[src/logic/nand_ctl_defs.svh]
// Constants for the NAND identification and readiness controller
`ifndef NAND_CTL_DEFS_SVH
`define NAND_CTL_DEFS_SVH
`define CMD_RESET        8'hff
`define CMD_SET_FEATURE  8'hef
`define CMD_READ_ID      8'h90
`define CMD_STATUS       8'h70
`define CMD_STATUS_ALT   8'hf1
`define FEAT_DRIVE_ADDR  8'h10
`define ID_ADDR_MAKER    8'h00
`define ID_ADDR_SIG      8'h40
`define DRIVE_REDUCED    8'h02
`define DRIVE_NOMINAL    8'h04
`define DRIVE_INCREASED  8'h06
`define ID_BYTES         3'd6
`define FEAT_BYTES       2'd3
`define STAT_READY_BIT   6
`define STAT_WP_BIT      7
`define RST_BUSY_MS      5
`define CLK_MHZ          100
`define RST_BUSY_CYC     (`RST_BUSY_MS * 1000 * `CLK_MHZ)
`define STROBE_CYC       4'd3
`define RB_SETTLE_CYC    32'd4
`define REG_CTRL         12'h000
`define REG_STATUS       12'h004
`define REG_DRIVE        12'h008
`define REG_ID_LO        12'h00c
`define REG_ID_HI        12'h010
`define REG_NAND_STAT    12'h014
`define CTRL_GO_BIT      0
`define CTRL_OP_LSB      1
`define CTRL_WP_BIT      4
`define CTRL_ADDR_LSB    8
`define STS_BUSY_BIT     0
`define STS_INIT_BIT     1
`define STS_RB_BIT       2
`define STS_ERR_BIT      3
`define STS_TMO_BIT      4
`define OP_RESET         3'd0
`define OP_DRIVE         3'd1
`define OP_READ_ID       3'd2
`define OP_STATUS        3'd3
`endif

[src/logic/nand_ctl_pkg.sv]
// Types shared by the NAND controller files
`default_nettype none
package nand_ctl_pkg;
  typedef struct packed {
    logic       ce_n;
    logic       cle;
    logic       ale;
    logic       we_n;
    logic       re_n;
    logic       wp_n;
    logic [7:0] dq_o;
    logic       dq_oe_n;
  } nand_out_t;
  typedef struct packed {
    logic [7:0] dq_i;
    logic       rb_n;
  } nand_in_t;
  typedef enum logic [1:0] {CYC_CMD, CYC_ADDR, CYC_WDATA, CYC_RDATA} cyc_kind_t;
endpackage : nand_ctl_pkg
`default_nettype wire

[src/logic/nand_cycle.sv]
// One strobed bus cycle on the NAND pins: command, address, write or read byte
`default_nettype none
`include "nand_ctl_defs.svh"
module nand_cycle (
  // Clock and reset
  input  wire logic                   pclk,
  input  wire logic                   presetn,
  // Request
  input  wire logic                   start,
  input  wire nand_ctl_pkg::cyc_kind_t kind,
  input  wire logic [7:0]             wbyte,
  output logic                        done,
  output logic [7:0]                  rbyte_r,
  // Pins
  input  wire logic [7:0]             dq_i,
  output logic                        cle_r,
  output logic                        ale_r,
  output logic                        we_n_r,
  output logic                        re_n_r,
  output logic [7:0]                  dq_o_r,
  output logic                        dq_oe_n_r
);
  import nand_ctl_pkg::*;
  logic [3:0] cnt_r;
  logic       act_r;
  logic       rd_r;
  wire        last = act_r && (cnt_r == `STROBE_CYC);
  assign done = last;
  always_ff @(posedge pclk or negedge presetn) begin
    if (!presetn) begin
      cnt_r <= 4'h0; act_r <= 1'b0; rd_r <= 1'b0;
      cle_r <= 1'b0; ale_r <= 1'b0; we_n_r <= 1'b1; re_n_r <= 1'b1;
      dq_o_r <= 8'h00; dq_oe_n_r <= 1'b1; rbyte_r <= 8'h00;
    end else if (start && !act_r) begin
      act_r <= 1'b1; cnt_r <= 4'h0; rd_r <= (kind == CYC_RDATA);
      cle_r <= (kind == CYC_CMD); ale_r <= (kind == CYC_ADDR);
      we_n_r <= (kind == CYC_RDATA); re_n_r <= (kind != CYC_RDATA);
      dq_o_r <= wbyte; dq_oe_n_r <= (kind == CYC_RDATA);
    end else if (last) begin
      act_r <= 1'b0; we_n_r <= 1'b1; re_n_r <= 1'b1;
    end else if (act_r) begin
      cnt_r <= cnt_r + 4'h1;
      // Sample read data before the strobe rises, so it stands while done is high
      if (rd_r && cnt_r == (`STROBE_CYC - 4'h1)) rbyte_r <= dq_i;
    end else begin
      cle_r <= 1'b0; ale_r <= 1'b0; dq_oe_n_r <= 1'b1;
    end
  end
endmodule : nand_cycle
`default_nettype wire

[src/logic/nand_id_ctl.sv]
// APB-controlled host for NAND reset, drive feature, ID and status reads
//
// Our own choice: the APB interface to the registers.
`default_nettype none
`include "nand_ctl_defs.svh"
module nand_id_ctl #(
  parameter int RST_WAIT_CYC = `RST_BUSY_CYC
) (
  // Clock and reset
  input  wire logic                   pclk,
  input  wire logic                   presetn,
  // APB slave
  input  wire logic                   psel,
  input  wire logic                   penable,
  input  wire logic                   pwrite,
  input  wire logic [11:0]            paddr,
  input  wire logic [31:0]            pwdata,
  output logic [31:0]                 prdata,
  output logic                        pready,
  output logic                        pslverr,
  // NAND pins
  input  wire nand_ctl_pkg::nand_in_t  nand_in,
  output nand_ctl_pkg::nand_out_t      nand_out
);
  import nand_ctl_pkg::*;
  typedef enum logic [2:0] {S_IDLE, S_CMD, S_ADDR, S_DATA, S_WAIT, S_DONE} state_t;
  state_t     st_r, st_nxt;
  logic [2:0] op_r;
  logic [7:0] addr_r, drive_r, drive_req_r, stat_r;
  logic [47:0] id_r;
  logic [2:0] idx_r;
  logic       init_r, err_r, tmo_r, wp_n_r, ce_n_r;
  logic [31:0] wait_r;
  logic       cyc_start, cyc_done;
  cyc_kind_t  cyc_kind;
  logic [7:0] cyc_wbyte, cyc_rbyte;
  logic       cle, ale, we_n, re_n, oe_n;
  logic [7:0] dq_o;
  // APB decode
  wire        acc     = psel && penable;
  wire        wr      = acc && pwrite;
  wire        ctrl_wr = wr && (paddr == `REG_CTRL);
  wire        busy    = (st_r != S_IDLE);
  wire        rb_ready = nand_in.rb_n;
  wire [2:0]  req_op  = pwdata[`CTRL_OP_LSB +: 3];
  wire        known_addr = (paddr == `REG_CTRL) || (paddr == `REG_STATUS) ||
                           (paddr == `REG_DRIVE) || (paddr == `REG_ID_LO) ||
                           (paddr == `REG_ID_HI) || (paddr == `REG_NAND_STAT);
  // Refuse anything but reset before init, and every operation while busy
  wire        go_ok = !busy && (init_r || req_op == `OP_RESET);
  wire        go    = ctrl_wr && pwdata[`CTRL_GO_BIT] && go_ok;
  wire        go_bad = ctrl_wr && pwdata[`CTRL_GO_BIT] && !go_ok;
  wire        legal_drive = (pwdata[7:0] == `DRIVE_REDUCED) || (pwdata[7:0] == `DRIVE_NOMINAL) ||
                            (pwdata[7:0] == `DRIVE_INCREASED);
  wire        wp_wr = ctrl_wr && !busy;
  wire        is_id = (op_r == `OP_READ_ID);
  wire        is_st = (op_r == `OP_STATUS);
  wire        is_dr = (op_r == `OP_DRIVE);
  wire        tmo_hit = (st_r == S_WAIT) && (wait_r >= 32'(RST_WAIT_CYC));
  assign pready  = 1'b1;
  assign pslverr = acc && !known_addr;
  assign prdata  = (paddr == `REG_CTRL)   ? {24'h0, 3'b0, wp_n_r, op_r, 1'b0} :
                   (paddr == `REG_STATUS) ? {27'h0, tmo_r, err_r, rb_ready, init_r, busy} :
                   (paddr == `REG_DRIVE)  ? {24'h0, drive_r} :
                   (paddr == `REG_ID_LO)  ? id_r[31:0] :
                   (paddr == `REG_ID_HI)  ? {16'h0, id_r[47:32]} :
                   (paddr == `REG_NAND_STAT) ? {24'h0, stat_r} : 32'h0;
  // Command byte per operation
  assign cyc_wbyte = (st_r == S_CMD)  ? ((op_r == `OP_RESET) ? `CMD_RESET :
                                         is_dr ? `CMD_SET_FEATURE :
                                         is_id ? `CMD_READ_ID : `CMD_STATUS) :
                     (st_r == S_ADDR) ? (is_dr ? `FEAT_DRIVE_ADDR : addr_r) :
                     (idx_r == 3'd0) ? drive_req_r : 8'h00;
  assign cyc_kind  = (st_r == S_CMD) ? CYC_CMD : (st_r == S_ADDR) ? CYC_ADDR :
                     is_dr ? CYC_WDATA : CYC_RDATA;
  assign cyc_start = (st_r == S_CMD) || (st_r == S_ADDR) || (st_r == S_DATA);
  wire [2:0] last_idx = is_id ? (`ID_BYTES - 3'd1) : is_dr ? {1'b0, `FEAT_BYTES} : 3'd0;
  always_comb begin
    st_nxt = st_r;
    unique case (st_r)
      S_IDLE: if (go) st_nxt = S_CMD;
      S_CMD:  if (cyc_done) st_nxt = (op_r == `OP_RESET) ? S_WAIT : is_st ? S_DATA : S_ADDR;
      S_ADDR: if (cyc_done) st_nxt = is_id ? S_DATA : is_dr ? S_DATA : S_WAIT;
      S_DATA: if (cyc_done && idx_r == last_idx) st_nxt = is_dr ? S_WAIT : S_DONE;
      S_WAIT: if ((rb_ready && wait_r > `RB_SETTLE_CYC) || tmo_hit) st_nxt = S_DONE;
      S_DONE: st_nxt = S_IDLE;
    endcase
  end
  always_ff @(posedge pclk or negedge presetn) begin
    if (!presetn) st_r <= S_IDLE;
    else st_r <= st_nxt;
  end
  always_ff @(posedge pclk or negedge presetn) begin
    if (!presetn) begin
      op_r <= `OP_RESET; addr_r <= 8'h00; drive_req_r <= `DRIVE_NOMINAL;
      wp_n_r <= 1'b0; ce_n_r <= 1'b1;
    end else begin
      if (go) begin
        op_r <= req_op; addr_r <= pwdata[`CTRL_ADDR_LSB +: 8];
      end
      if (wp_wr) wp_n_r <= pwdata[`CTRL_WP_BIT];
      if (wr && paddr == `REG_DRIVE && !busy && legal_drive) drive_req_r <= pwdata[7:0];
      ce_n_r <= !(busy || go);
    end
  end
  always_ff @(posedge pclk or negedge presetn) begin
    if (!presetn) begin
      idx_r <= 3'd0; wait_r <= 32'h0; id_r <= 48'h0; stat_r <= 8'h00;
      drive_r <= `DRIVE_NOMINAL; init_r <= 1'b0; err_r <= 1'b0; tmo_r <= 1'b0;
    end else begin
      if (st_r != S_DATA) idx_r <= 3'd0;
      else if (cyc_done) idx_r <= idx_r + 3'd1;
      if (st_r != S_WAIT) wait_r <= 32'h0;
      else wait_r <= wait_r + 32'h1;
      if (st_r == S_DATA && cyc_done && is_id)
        id_r[idx_r*8 +: 8] <= cyc_rbyte;
      if (st_r == S_DATA && cyc_done && is_st) stat_r <= cyc_rbyte;
      if (st_r == S_DONE && op_r == `OP_RESET && !tmo_r) init_r <= 1'b1;
      if (st_r == S_DONE && is_dr) drive_r <= drive_req_r;
      if (tmo_hit) tmo_r <= 1'b1;
      else if (go) tmo_r <= 1'b0;
      if (go_bad) err_r <= 1'b1;
      else if (go) err_r <= 1'b0;
    end
  end
  nand_cycle u_cycle (
    .pclk      (pclk),
    .presetn   (presetn),
    .start     (cyc_start),
    .kind      (cyc_kind),
    .wbyte     (cyc_wbyte),
    .done      (cyc_done),
    .rbyte_r   (cyc_rbyte),
    .dq_i      (nand_in.dq_i),
    .cle_r     (cle),
    .ale_r     (ale),
    .we_n_r    (we_n),
    .re_n_r    (re_n),
    .dq_o_r    (dq_o),
    .dq_oe_n_r (oe_n)
  );
  assign nand_out = '{ce_n: ce_n_r, cle: cle, ale: ale, we_n: we_n, re_n: re_n,
                      wp_n: wp_n_r, dq_o: dq_o, dq_oe_n: oe_n};
endmodule : nand_id_ctl
`default_nettype wire

[config.mk]
export PLATFORM = sky130hd
export DESIGN_NAME = nand_id_ctl
export DESIGN_NICKNAME = d
export VERILOG_FILES = /design/src/logic/nand_ctl_pkg.sv /design/src/logic/nand_cycle.sv /design/src/logic/nand_id_ctl.sv
export VERILOG_INCLUDE_DIRS = /design/src /design/src/logic
export SDC_FILE = /design/constraint.sdc
export NUM_CORES = 1
export LEC_CHECK = 0
export BUFFER_PORTS_ARGS = -buffer_cell sky130_fd_sc_hd__clkbuf_2
export CORE_ASPECT_RATIO = 2
export CORE_UTILIZATION = 45
export CTS_CLUSTER_DIAMETER = 30
export CTS_CLUSTER_SIZE = 10
export DETAILED_ROUTE_END_ITERATION = 8
export PLACE_DENSITY = 0.76
export SETUP_SLACK_MARGIN = 0.4
export SLEW_MARGIN = 20
export SYNTH_ARGS = -nofsm -noshare
export SYNTH_HDL_FRONTEND = slang
export SYNTH_SLANG_ARGS = --single-unit
[constraint.sdc]
create_clock -name pclk -period 8.3 [get_ports pclk]
set_clock_uncertainty 0.2 [all_clocks]
set_input_delay 1.66 -clock pclk [delete_from_list [all_inputs] [get_ports pclk]]
set_output_delay 1.66 -clock pclk [all_outputs]
set_load 0.05 [all_outputs]
==> Yosys cells after proc, flatten, opt, wreduce, memory -nomap -nowiden <==
Cells that the tools add are included.
{ "classes": {"muxes": 51, "addsub": 4, "n_lt_le_gt_ge": 2, "bitwise": 2, "shift": 2, "reduce_logical": 58, "n_eq_ne": 31} }
{ "ops": {"columns": ["cell", "n"], "rows": [
  ["two-way mux 32 bit", 5],
  ["two-way mux 8 bit", 8],
  ["bitwise mux 48 bit", 1],
  ["variable shift 8 x 34 -> 48 bit (first input constant)", 1],
  ["variable part select 8 x 34 -> 48 bit", 1],
  ["negation 6 -> 34 bit", 1],
  ["two-way mux 3 bit", 11],
  ["adder 32 x 1 -> 32 bit (second input constant)", 1],
  [">= comparator 32 x 19 -> 1 bit (second input constant)", 1],
  ["> comparator 32 x 3 -> 1 bit (second input constant)", 1],
  ["== test 12 x 4 -> 1 bit (second input constant)", 2],
  ["== test 12 x 5 -> 1 bit (second input constant)", 2],
  ["logical AND 1 bit", 24],
  ["two-way mux 1 bit", 18],
  ["case mux 3 bit (6 select lines)", 1],
  ["== test 8 x 3 -> 1 bit (second input constant)", 2],
  ["two-way mux 16 bit", 1],
  ["== test 12 x 3 -> 1 bit (second input constant)", 1],
  ["== test 3 x 2 -> 1 bit (second input constant)", 4],
  ["zero test 12 bit", 1],
  ["zero test 3 bit", 4],
  ["logical OR 1 bit", 12],
  ["two-way mux 4 bit", 3],
  ["inequality test 2 bit (second input constant)", 6],
  ["21 further kinds", 38]
]} }
{ "totals": {"register_bits": 153, "inputBits": 58, "output_inout_bits": 49} }

==> Longest topological paths before layout <==
Gate-level depths: netlist (run 1).
{ "depth": {"word_depth": 8, "ltp_mapped": 10} }

==> By module <==
A second synthesis (run 1) with hierarchy kept.
{ "unflattened": {"hier_cells": 768, "area_unflattened_um2": 7671.1} }
{ "by_module_without_submodules": {"columns": ["mod", "seq_area_each_um2", "instances", "area_each_um2", "cells_per_inst"], "rows": [
  ["nand_id_ctl", 3156.8, 1, 6542.5, 664],
  ["nand_cycle", 679.4, 1, 1128.6, 104]
]} }

==> Worst setup path before layout (run 1) <==
No wires, ideal clock.
{ "synth_timing": {"path_kind": "input to output", "from": "input port paddr[9]", "to": "output port prdata[0]", "setup_slack_ns": 2.412, "arrival_ns": 4.028, "t_required_ns": 6.440, "path_buffers": 1, "path_stages": 4, "cell_sequence": "or4_1 > or4_1 > clkbuf_1 > o21ai_0"} }
{ "synth_via": {"elab_chain_cells": 7} }
{ "synth_lines": {"columns": ["element", "line_no", "rtl"], "rows": [
  ["from (decl)", "nand_id_ctl.sv:16", "input wire logic [11:0] paddr,"],
  ["== test 12 x 5 -> 1 bit (no line)", null, null],
  ["two-way mux 8 bit", "nand_id_ctl.sv:67", "(paddr == `REG_NAND_STAT) ? {24'h0, stat_r} : 32'h0;"],
  ["two-way mux 16 bit", "nand_id_ctl.sv:66", "(paddr == `REG_ID_HI) ? {16'h0, id_r[47:32]} :"],
  ["two-way mux 32 bit", "nand_id_ctl.sv:65", "(paddr == `REG_ID_LO) ? id_r[31:0] :"],
  ["two-way mux 32 bit", "nand_id_ctl.sv:64", "(paddr == `REG_DRIVE) ? {24'h0, drive_r} :"],
  ["two-way mux 32 bit", "nand_id_ctl.sv:63", "(paddr == `REG_STATUS) ? {27'h0, tmo_r, err_r, rb_ready, init_r, busy} :"],
  ["two-way mux 32 bit (*)", "nand_id_ctl.sv:62", "assign prdata = (paddr == `REG_CTRL) ? {24'h0, 3'b0, wp_n_r, op_r, 1'b0} :"],
  ["to (decl)", "nand_id_ctl.sv:18", "output logic [31:0] prdata,"]
]} }
Mark *: on every way between the ends. The rest lies on a longest branch, timed or not.

==> Worst setup path in the final report (run 1) <==
{ "layout_timing": {"from": "input port paddr[8]", "to": "output port prdata[9]"} }
{ "layout_via": {"elab_chain_cells": 6} }
{ "layout_lines": {"columns": ["element", "line_no"], "rows": [
  ["== test 12 x 5 -> 1 bit (no line)", null],
  ["two-way mux 16 bit", "nand_id_ctl.sv:66"],
  ["two-way mux 32 bit", "nand_id_ctl.sv:65"],
  ["two-way mux 32 bit", "nand_id_ctl.sv:64"],
  ["two-way mux 32 bit", "nand_id_ctl.sv:63"],
  ["two-way mux 32 bit (*)", "nand_id_ctl.sv:62"]
]} }
Marks and branches as above.

==> results by group, run 1 <==
Power and ir drop
  – Overall power after layout: 0.00218 W
  – Cell Pwr Density: 250 mW/mm^2
  – P_leak: 3.91 nW
  – Max IR drop VDD: 146 uV

CTS
  – Post_cts resized: 0
  – CTS sink cnt: 153
  – H-tree Lvls: 4
  – Clock root buffer: clkbuf_16
  – Clock tree from TritonCTS: done
  – Setup Buffers After CTS: 0
  – # hold bufs at CTS: 0
  – Clock Path Buffers: 2
  – Worst skew pair latency: 0.43 ns
  – Num CTS Buffers: 17
  – CTS clk-pin slew, worst paths: 0.06 ns

Timing
  – Max Transition Viols Final: 0
  – Hold Violations, Final: 0
  – RSZ-0062 raised after global routing: false
  – Period minus WS final: 6.04 ns
  – Rel. slew slack: 46.0%
  – Final period utilization: 72.8%
  – Post-route setup TNS: 0 ns
  – Setup ws final: 2.26 ns
  – Final setup viols: 0
  – Max Freq: 0.166 GHz
  – Hold_ws: 0.265 ns
  – Worst slew pin tran: 0.810 ns

Place
  – Port bufs: 89
  – DPL Wire Length: 13400 um
  – Worst slack, placed: 2.20 ns
  – Gpl congestion: 0.914

Cells and area
  – Antenna Cells: 0
  – Layout cells sized above 1: 23.8%
  – Layout area overhead: 14.7%
  – Multi-input gate area: 0.00345 mm^2
  – Most frequent cells in the layout: 147 x dfrtp_1, 99 x nand2_1, 88 x clkbuf_2
  – Register area: 0.00384 mm^2
  – Number of fillers in the final layout: 1483
  – NumNets Final: 891
  – Commonest non-fill, non-tap cell in the layout: dfrtp_1

Setup path
  – Crit. path cell count: 7
  – Cell repeated most along the worst path: clkbuf_2
  – Worst R2R Setup Slack: 5.15 ns
  – Register-to-Register Path Depth: 6
  – Worst setup SP type: input port
  – Critical Path End Type: primary output
  – Delay-heaviest family, CP: simple AND/OR/NAND/NOR gates
  – Arrival @ worst endpoint: 4.18 ns
  – Worst Path Required: 6.44 ns
  – CP max stage cell: nor2_2
  – CP Cell Sequence: clkbuf_2, or4_1, nor4_4, nand2_1, nor2_2, a22o_1, clkbuf_2
  – CP max FO: 24
  – Worst path bufs/invs: 2
  – Worst path max stage delay: 0.62 ns
  – Reg2reg start: idx_r[0]
  – Critical Path End: prdata[9]
  – RR Endpoint: id_r[32]
  – Setup CP Type: input port to primary output
  – CP Launch Point: paddr[8]

Drt
  – Initial DRC count: 240
  – DR DRC count: 0
  – DR vias: 5775
  – Total iterations of the first detailed-routing run: 5
  – Total Wirelength: 18100 um
  – Post-DRT Antenna Nets: 0
  – DR vias/cell: 5.55
  – Wire length per cell: 17.4 um

Floorplan
  – Initial core utilization: 46.3%
  – Num ports: 107
  – Core area: 0.0164 mm^2
  – # rows: 66
  – Die H: 186 um
  – Die width: 94.0 um
  – Die ar.: 0.0175 mm^2

Synthesis
  – Post-synth top flop: dfrtp_1
  – Adder-cell share of the synthesized area: 1.64%
  – Seq cells post-synth: 153
  – Synth Area in XOR/XNOR: 2.99%
  – Warnings, synthesis: 0
  – Netlist Area Pre-Place: 0.00761 mm^2
  – Syn_nets: 828
  – Post-Synth Simple-Gate Area: 20.2%
  – Main combinational cell family by area after synthesis: simple AND/OR/NAND/NOR gates
  – Compound-cell area share of the yosys netlist: 9.98%
  – Mapped Avg Cell Area: 10.0 um^2
  – Mux contribution to synthesized area: 10.3%
  – Asr flop ratio synth: 100%
  – Sequential fraction of the synthesis area: 50.4%
  – Unique masters post-synth: 65
  – Number of synthesized flops with an enable pin: 0
  – Mapped Cells: 760

Run
  – Max cap viols: 0

Global routing
  – Largest net degree at the start of global routing: 84
  – Initial antenna violation count: 0
  – First-pass GRT wire length: 29100 um
  – Total gr overflow: 0
  – Vias in the first global route: 5749
  – All-Layer GR Usage: 22.2%

Hold path
  – Worst Hold Class: flop to flop

Run status
  – Outcome: complete, no violations
-- layout make-up --
type / count / share of cell area, %
Sequential cell: 153 / 43.9
Tap cell: 204 / 2.92
Timing Repair Buffer: 93 / 5.56
Clock buffer: 20 / 5.23
Multi-Input combinational cell: 531 / 39.5
Inverter: 27 / 1.16
Clock inverter: 12 / 1.71
-- how the worst min path moves through the flow --
stage | endpoint | startpoint | slack [ns] | cells after the start
after CTS | init_r | tmo_r | 0.27 | 1
final | init_r | tmo_r | 0.26 | 1
after global placement | init_r | tmo_r | 0.24 | 1
after detailed placement | init_r | tmo_r | 0.26 | 1
after global routing | id_r[22] | id_r[22] | 0.29 | 2
after floorplan | init_r | init_r | 0.23 | 2
-- through the flow --
step / util (%) / std cells / instance area, um^2
2_1_floorplan: - / 760 / 7610
3_3_place_gp: 49.4 / 1008 / 8110
3_5_place_dp: 49.4 / 1008 / 8110
4_1_cts: 53.1 / 1040 / 8720
5_1_grt: 53.1 / 1040 / 8730
6_report: 53.1 / 1040 / 8730
-- power breakdown --
group	total (W)	internal [W]	leakage, nW	switching, W
Clock	0.000790	0.000487	0.300	0.000303
Combinational	0.000439	0.000136	1.56	0.000303
Sequential	0.000951	0.000823	2.05	0.000128
Total	0.00218	0.00145	3.91	0.000734
-- flip-flops by register name (all words and copies together), names as in the netlist, 3 cells and up --
signal	cells
id_r	48
wait_r	32
addr_r	8
drive_r	8
drive_req_r	8
stat_r	8
u_cycle.dq_o_r	8
u_cycle.rbyte_r	8
u_cycle.cnt_r	4
idx_r	3
op_r	3
st_r	3
-- kinds of logic after synthesis --
family | Yosys count
buffers and inverters | 76
other | 1
muxes | 72
DFF | 153
AOI/OAI and AO/OA | 121
adders and majority gates | 10
and+or+nand+nor | 301
xor gates and xnor gates | 26
-- layer usage --
layer	GRT usage [%]	up-vias	wire, um
met5	0	-	0
met4	15.3	0	1050
li1	-	2770	-
met1	21.5	2817	6260
met2	41.5	135	10300
met3	3.96	53	556
-- Yosys cell counts, types with 3 or more instances --
master / instances / share of area (%)
mux2i_1: 21 / 2.8
o211a_1: 4 / 0.53
a21oi_1: 27 / 1.8
nand2_1: 99 / 4.9
dfrtp_1: 147 / 48
inv_1: 27 / 1.3
nor4_1: 13 / 1.1
xnor2_1: 18 / 2.1
nor2_1: 54 / 2.7
or3_1: 10 / 0.82
or4_1: 3 / 0.30
and2_1: 24 / 2.0
nand4_1: 7 / 0.58
xor2_1: 8 / 0.92
nand3_1: 31 / 2.0
o221ai_1: 4 / 0.46
o21ai_0: 46 / 3.0
nor2b_1: 5 / 0.41
nor3b_1: 3 / 0.30
nor4_2: 3 / 0.49
and3_1: 7 / 0.58
nand2b_1: 7 / 0.58
nor2_2: 3 / 0.25
clkbuf_1: 32 / 1.6
o31ai_1: 3 / 0.30
dfstp_2: 6 / 2.1
o22ai_1: 4 / 0.33
mux2_2: 51 / 7.5
buf_4: 8 / 0.79
nor3_1: 12 / 0.79
ha_1: 10 / 1.6
a22o_1: 8 / 0.92
a31oi_1: 7 / 0.58
nand3b_1: 3 / 0.30
or2_2: 3 / 0.25
buf_2: 5 / 0.33
(Power assumes the default switching activity.)
==> run 2: changes to the inputs <==
- PLACE_DENSITY: 0.76 -> 0.79
- clock period: 8.3 -> 5 ns (I/O delays scaled with it)
==> results by group, run 2 (synthesized netlist as in run 1, its figures left out) <==
Run status
  – Outcome: complete, no violations

Global routing
  – Vias in the first global route: 5894
  – GR Layer Usage met2: 41.8%
  – Total gr overflow: 0
  – Global-route met1 utilization: 21.5%
  – Initial antenna violation count: 0
  – First-pass GRT wire length: 29500 um
  – All-Layer GR Usage: 22.4%
  – GRT met3 Usage: 4.25%
  – Most used routing layer: met2
  – Largest net degree at the start of global routing: 109

CTS
  – Worst skew pair latency: 0.43 ns
  – Clock root buffer: clkbuf_16
  – Setup Buffers After CTS: 0
  – Clock Path Buffers: 2
  – Num CTS Buffers: 17
  – CTS sink cnt: 153
  – # hold bufs at CTS: 0
  – Clock tree from TritonCTS: done
  – CTS clk-pin slew, worst paths: 0.06 ns
  – Post_cts resized: 0
  – H-tree Lvls: 4

Hold path
  – Worst Hold Class: flop to flop

Drt
  – Total iterations of the first detailed-routing run: 4
  – DR DRC count: 0
  – Total Wirelength: 18100 um
  – DR vias: 5865
  – Post-DRT Antenna Nets: 0
  – DR vias/cell: 5.63
  – Wire length per cell: 17.4 um
  – Initial DRC count: 345

Cells and area
  – Register area: 0.00384 mm^2
  – Layout area overhead: 14.2%
  – Multi-input gate area: 0.00344 mm^2
  – Number of fillers in the final layout: 1478
  – Antenna Cells: 0
  – Layout cells sized above 1: 24.2%
  – Most frequent cells in the layout: 147 x dfrtp_1, 98 x nand2_1, 88 x clkbuf_2
  – NumNets Final: 893
  – Commonest non-fill, non-tap cell in the layout: dfrtp_1
  – Largest register FFs: 48
  – Regs by FF count: id_r (48), wait_r (32)
  – Largest Register: id_r

Place
  – Port bufs: 89
  – Gpl congestion: 0.869
  – DPL Wire Length: 13500 um

Power and ir drop
  – P_sw: 0.00125 W
  – Max IR drop VDD: 204 uV
  – Clock share of power: 34.5%
  – Sequential power share: 45.0%
  – P_leak: 3.88 nW
  – Sw frac: 35.6%
  – Logic pwr share: 20.5%
  – Cell Pwr Density: 404 mW/mm^2
  – Overall power after layout: 0.00351 W
  – Internal: 0.00226 W

Setup path
  – CP max FO: 8
  – Worst R2R Setup Slack: 1.84 ns
  – Worst setup SP type: input port
  – Worst Path Required: 3.80 ns
  – Setup CP Type: input port to primary output
  – Critical Path End Type: primary output
  – Arrival @ worst endpoint: 3.02 ns

Timing
  – Worst slew pin tran: 1.04 ns
  – Rel. slew slack: 29.9%
  – Hold_ws: 0.266 ns
  – RSZ-0062 raised after global routing: false
  – Hold Violations, Final: 0
  – Final period utilization: 84.3%
  – Post-route setup TNS: 0 ns
  – Final setup viols: 0
  – Max Transition Viols Final: 0
  – Max Freq: 0.237 GHz
  – Period minus WS final: 4.22 ns

Floorplan
  – Die width: 94.0 um
  – Die H: 186 um
  – Num ports: 107
  – Die ar.: 0.0175 mm^2
  – # rows: 66
  – Initial core utilization: 46.3%
  – Core area: 0.0164 mm^2

Run
  – Max cap viols: 0
run 2: cell types whose count changed in the layout (fill, tap and decap cells not counted), moves of 3 or more:
cell / before / now
clkinv_2: 5 / 1
bufinv_16: 3 / 0
buf_4: 3 / 6
inv_6: 0 / 3
clkinv_4: 3 / 7
run 2: power by group through the flow:
stage	sequential (W)	combinational [W]	clock, W
2_1_floorplan	0.00158	0.000491	0
3_3_place_gp	0.00159	0.000703	0
3_5_place_dp	0.00159	0.000718	0
4_1_cts	0.00157	0.000722	0.00122
5_1_grt	0.00159	0.000785	0.00127
6_report	0.00158	0.000718	0.00121
run 2: routing by layer:
| metal | up-vias | wire length [um] | part of all wire (%) |
|---|---|---|---|
| li1 | 2775 | - | - |
| met1 | 2907 | 6170 | 34 |
| met2 | 129 | 10400 | 57 |
| met3 | 54 | 464 | 2.6 |
| met4 | 0 | 1110 | 6.1 |
| met5 | - | 0 | 0 |
run 2: through the flow:
stage / cells / area [um^2] / utilization [%] / worst slack, ns
3_3_place_gp: 1010 / 8130 / 49.5 / 0.777
5_1_grt: 1042 / 8690 / 52.9 / 0.693
2_1_floorplan: 760 / 7610 / - / 0.432
6_report: 1042 / 8690 / 52.9 / 0.784
3_5_place_dp: 1010 / 8130 / 49.5 / 0.764
4_1_cts: 1042 / 8690 / 52.9 / 0.761
run 2: worst paths after layout:
check,startpoint,to,cells after the start
worst max register to register,idx_r[0],id_r[32],6
worst min register to register,tmo_r,init_r,1
max in group asynchronous,presetn,drive_req_r[2],2
worst min-delay path,tmo_r,init_r,1
worst max-delay path,paddr[9],prdata[11],6
min in group asynchronous,presetn,stat_r[0],1
run 2: critical path, stage by stage:
cell and delay [ns]:
clkbuf_2 0.08, or4_1 0.59, or4_1 0.67, nor2_4 0.24
a22o_1 0.16, clkbuf_2 0.27
run 2: layout make-up:
cell class,instances,share of cell area (%)
clock buffers,19,5.21
clock inverters,13,1.28
inverters,27,1.17
multi-input cells,531,39.6
flip-flops and latches,153,44.1
well taps,204,2.94
repair buffers,95,5.71
==> run 3: changes to the inputs <==
- clock period: 5 -> 3.7 ns (I/O delays scaled with it)
==> results by group, run 3 (synthesized netlist as in run 1, its figures left out) <==
Cells and area
  – Largest register FFs: 48
  – Largest Register: id_r
  – Multi-input gate area: 0.00361 mm^2
  – Number of fillers in the final layout: 1316
  – Layout cells sized above 1: 29.7%
  – Commonest non-fill, non-tap cell in the layout: dfrtp_1
  – Most frequent cells in the layout: 147 x dfrtp_1, 96 x nand2_1, 55 x clkbuf_2
  – NumNets Final: 910
  – Register area: 0.00384 mm^2
  – Regs by FF count: id_r (48), wait_r (32)
  – Layout area overhead: 24.9%
  – Final core utilization: 57.8%

Power and ir drop
  – P_leak: 4.16 nW
  – Max IR drop VDD: 373 uV
  – Cell Pwr Density: 532 mW/mm^2

Run status
  – Outcome: complete, no violations

Timing
  – Worst slew pin tran: 0.807 ns
  – Final period utilization: 93.4%
  – Hold Violations, Final: 0
  – Rel. slew slack: 46.2%
  – Final setup viols: 0
  – Max Transition Viols Final: 0
  – Hold_ws: 0.160 ns
  – Setup ws final: 0.245 ns
  – Period minus WS final: 3.45 ns
  – Post-route setup TNS: 0 ns
  – RSZ-0062 raised after global routing: true
  – Max Freq: 0.289 GHz

Drt
  – Total iterations of the first detailed-routing run: 4
  – Wire length per cell: 17.6 um
  – Post-DRT Antenna Nets: 0
  – DR vias: 5905
  – Total Wirelength: 18700 um
  – DR vias/cell: 5.57
  – Initial DRC count: 339
  – DR DRC count: 0

Setup path
  – Worst R2R Setup Slack: 0.93 ns
  – Register-to-Register Path Depth: 6
  – Worst setup SP type: input port
  – Setup CP Type: input port to primary output
  – Arrival @ worst endpoint: 2.51 ns
  – CP max FO: 24
  – CP Launch Point: paddr[0]
  – Reg2reg start: idx_r[1]
  – RR Endpoint: id_r[38]
  – Worst Path Required: 2.76 ns
  – Critical Path End Type: primary output

Floorplan
  – Initial core utilization: 46.3%
  – # rows: 66
  – Num ports: 107
  – Die width: 94.0 um
  – Core area: 0.0164 mm^2
  – Die H: 186 um
  – Die ar.: 0.0175 mm^2

CTS
  – Worst skew pair latency: 0.42 ns
  – CTS clk-pin slew, worst paths: 0.06 ns
  – Num CTS Buffers: 17
  – Clock root buffer: clkbuf_16
  – Clock tree from TritonCTS: done
  – CTS sink cnt: 153
  – # hold bufs at CTS: 0
  – Clock Path Buffers: 2
  – H-tree Lvls: 4

Global routing
  – All-Layer GR Usage: 22.7%
  – Initial antenna violation count: 1
  – First-pass GRT wire length: 29800 um
  – Total gr overflow: 0
  – Largest net degree at the start of global routing: 87
  – Vias in the first global route: 6028

Place
  – DPL Wire Length: 13600 um
  – Port bufs: 89
  – Worst slack, placed: 0.100 ns
  – Gpl congestion: 0.842

Run
  – Max cap viols: 0

Hold path
  – Worst Hold Class: input port to async pin
==> run 3: changes by cell type in the layout (fill, tap and decap cells not counted), sizes merged <==
cell,previous run,this run
diode,0,1
clkinvlp,1,2
bufinv,0,5
clkinv,8,1
inv,31,32
clkbuf,107,87
buf,7,44
==> run 3: worst max-delay path: stages <==
cell and delay, ns:
clkbuf_2 0.08, or4_4 0.53, buf_6 0.14, nor4_4 0.26, nand2_2 0.13, nor2_4 0.11
buf_12 0.17, a22o_2 0.20, buf_12 0.14
==> run 3: per-stage QoR <==
| step | cells | power (W) | area (um^2) |
|---|---|---|---|
| 3_3_place_gp | 1025 | 0.00311 | 8540 |
| 3_5_place_dp | 1025 | 0.00313 | 8540 |
| 4_1_cts | 1059 | 0.00507 | 9440 |
| 2_1_floorplan | 760 | 0.00279 | 7730 |
| 5_1_grt | 1060 | 0.00526 | 9510 |
| 6_report | 1060 | 0.00505 | 9510 |
==> run 3: worst max path at each step <==
stage,cells after the start,endpoint,slack (ns)
CTS,7,prdata[10],0.25
floorplan,4,prdata[5],0.29
global placement,6,prdata[7],0.12
finish,9,prdata[10],0.25
detailed placement,6,prdata[6],0.10
global route,9,prdata[10],0.19
==> run 3: routing by layer <==
metal | share of wire [%] | track usage, % | vias up
met5 | 0 | 0 | -
li1 | - | - | 2810
met1 | 35 | 22.3 | 2890
met3 | 2.5 | 3.84 | 50
met2 | 57 | 42.9 | 155
met4 | 5.0 | 13.8 | 0
==> run 3: repair_timing <==
action	in CTS	in global routing
setup buffers	2	0
resized for setup	51	17
endpoints found under the setup margin	33	33
pin swaps	4	3
==> run 3: area by class of cell <==
cell class	count	share of cell area [%]
Antenna cell	1	0.0263
Inverter	27	1.07
Clock inverter	13	2.25
Tap cell	204	2.69
Timing Repair Buffer	112	11.0
Sequential cell	153	40.4
Clock buffer	19	4.66
Multi-Input combinational cell	531	38.0
==> run 3: power by group <==
group / internal, W / switching, W / leakage (nW)
sequential: 0.00185 / 0.000285 / 2.05
combinational: 0.000311 / 0.000671 / 1.79
clock: 0.00123 / 0.000717 / 0.315
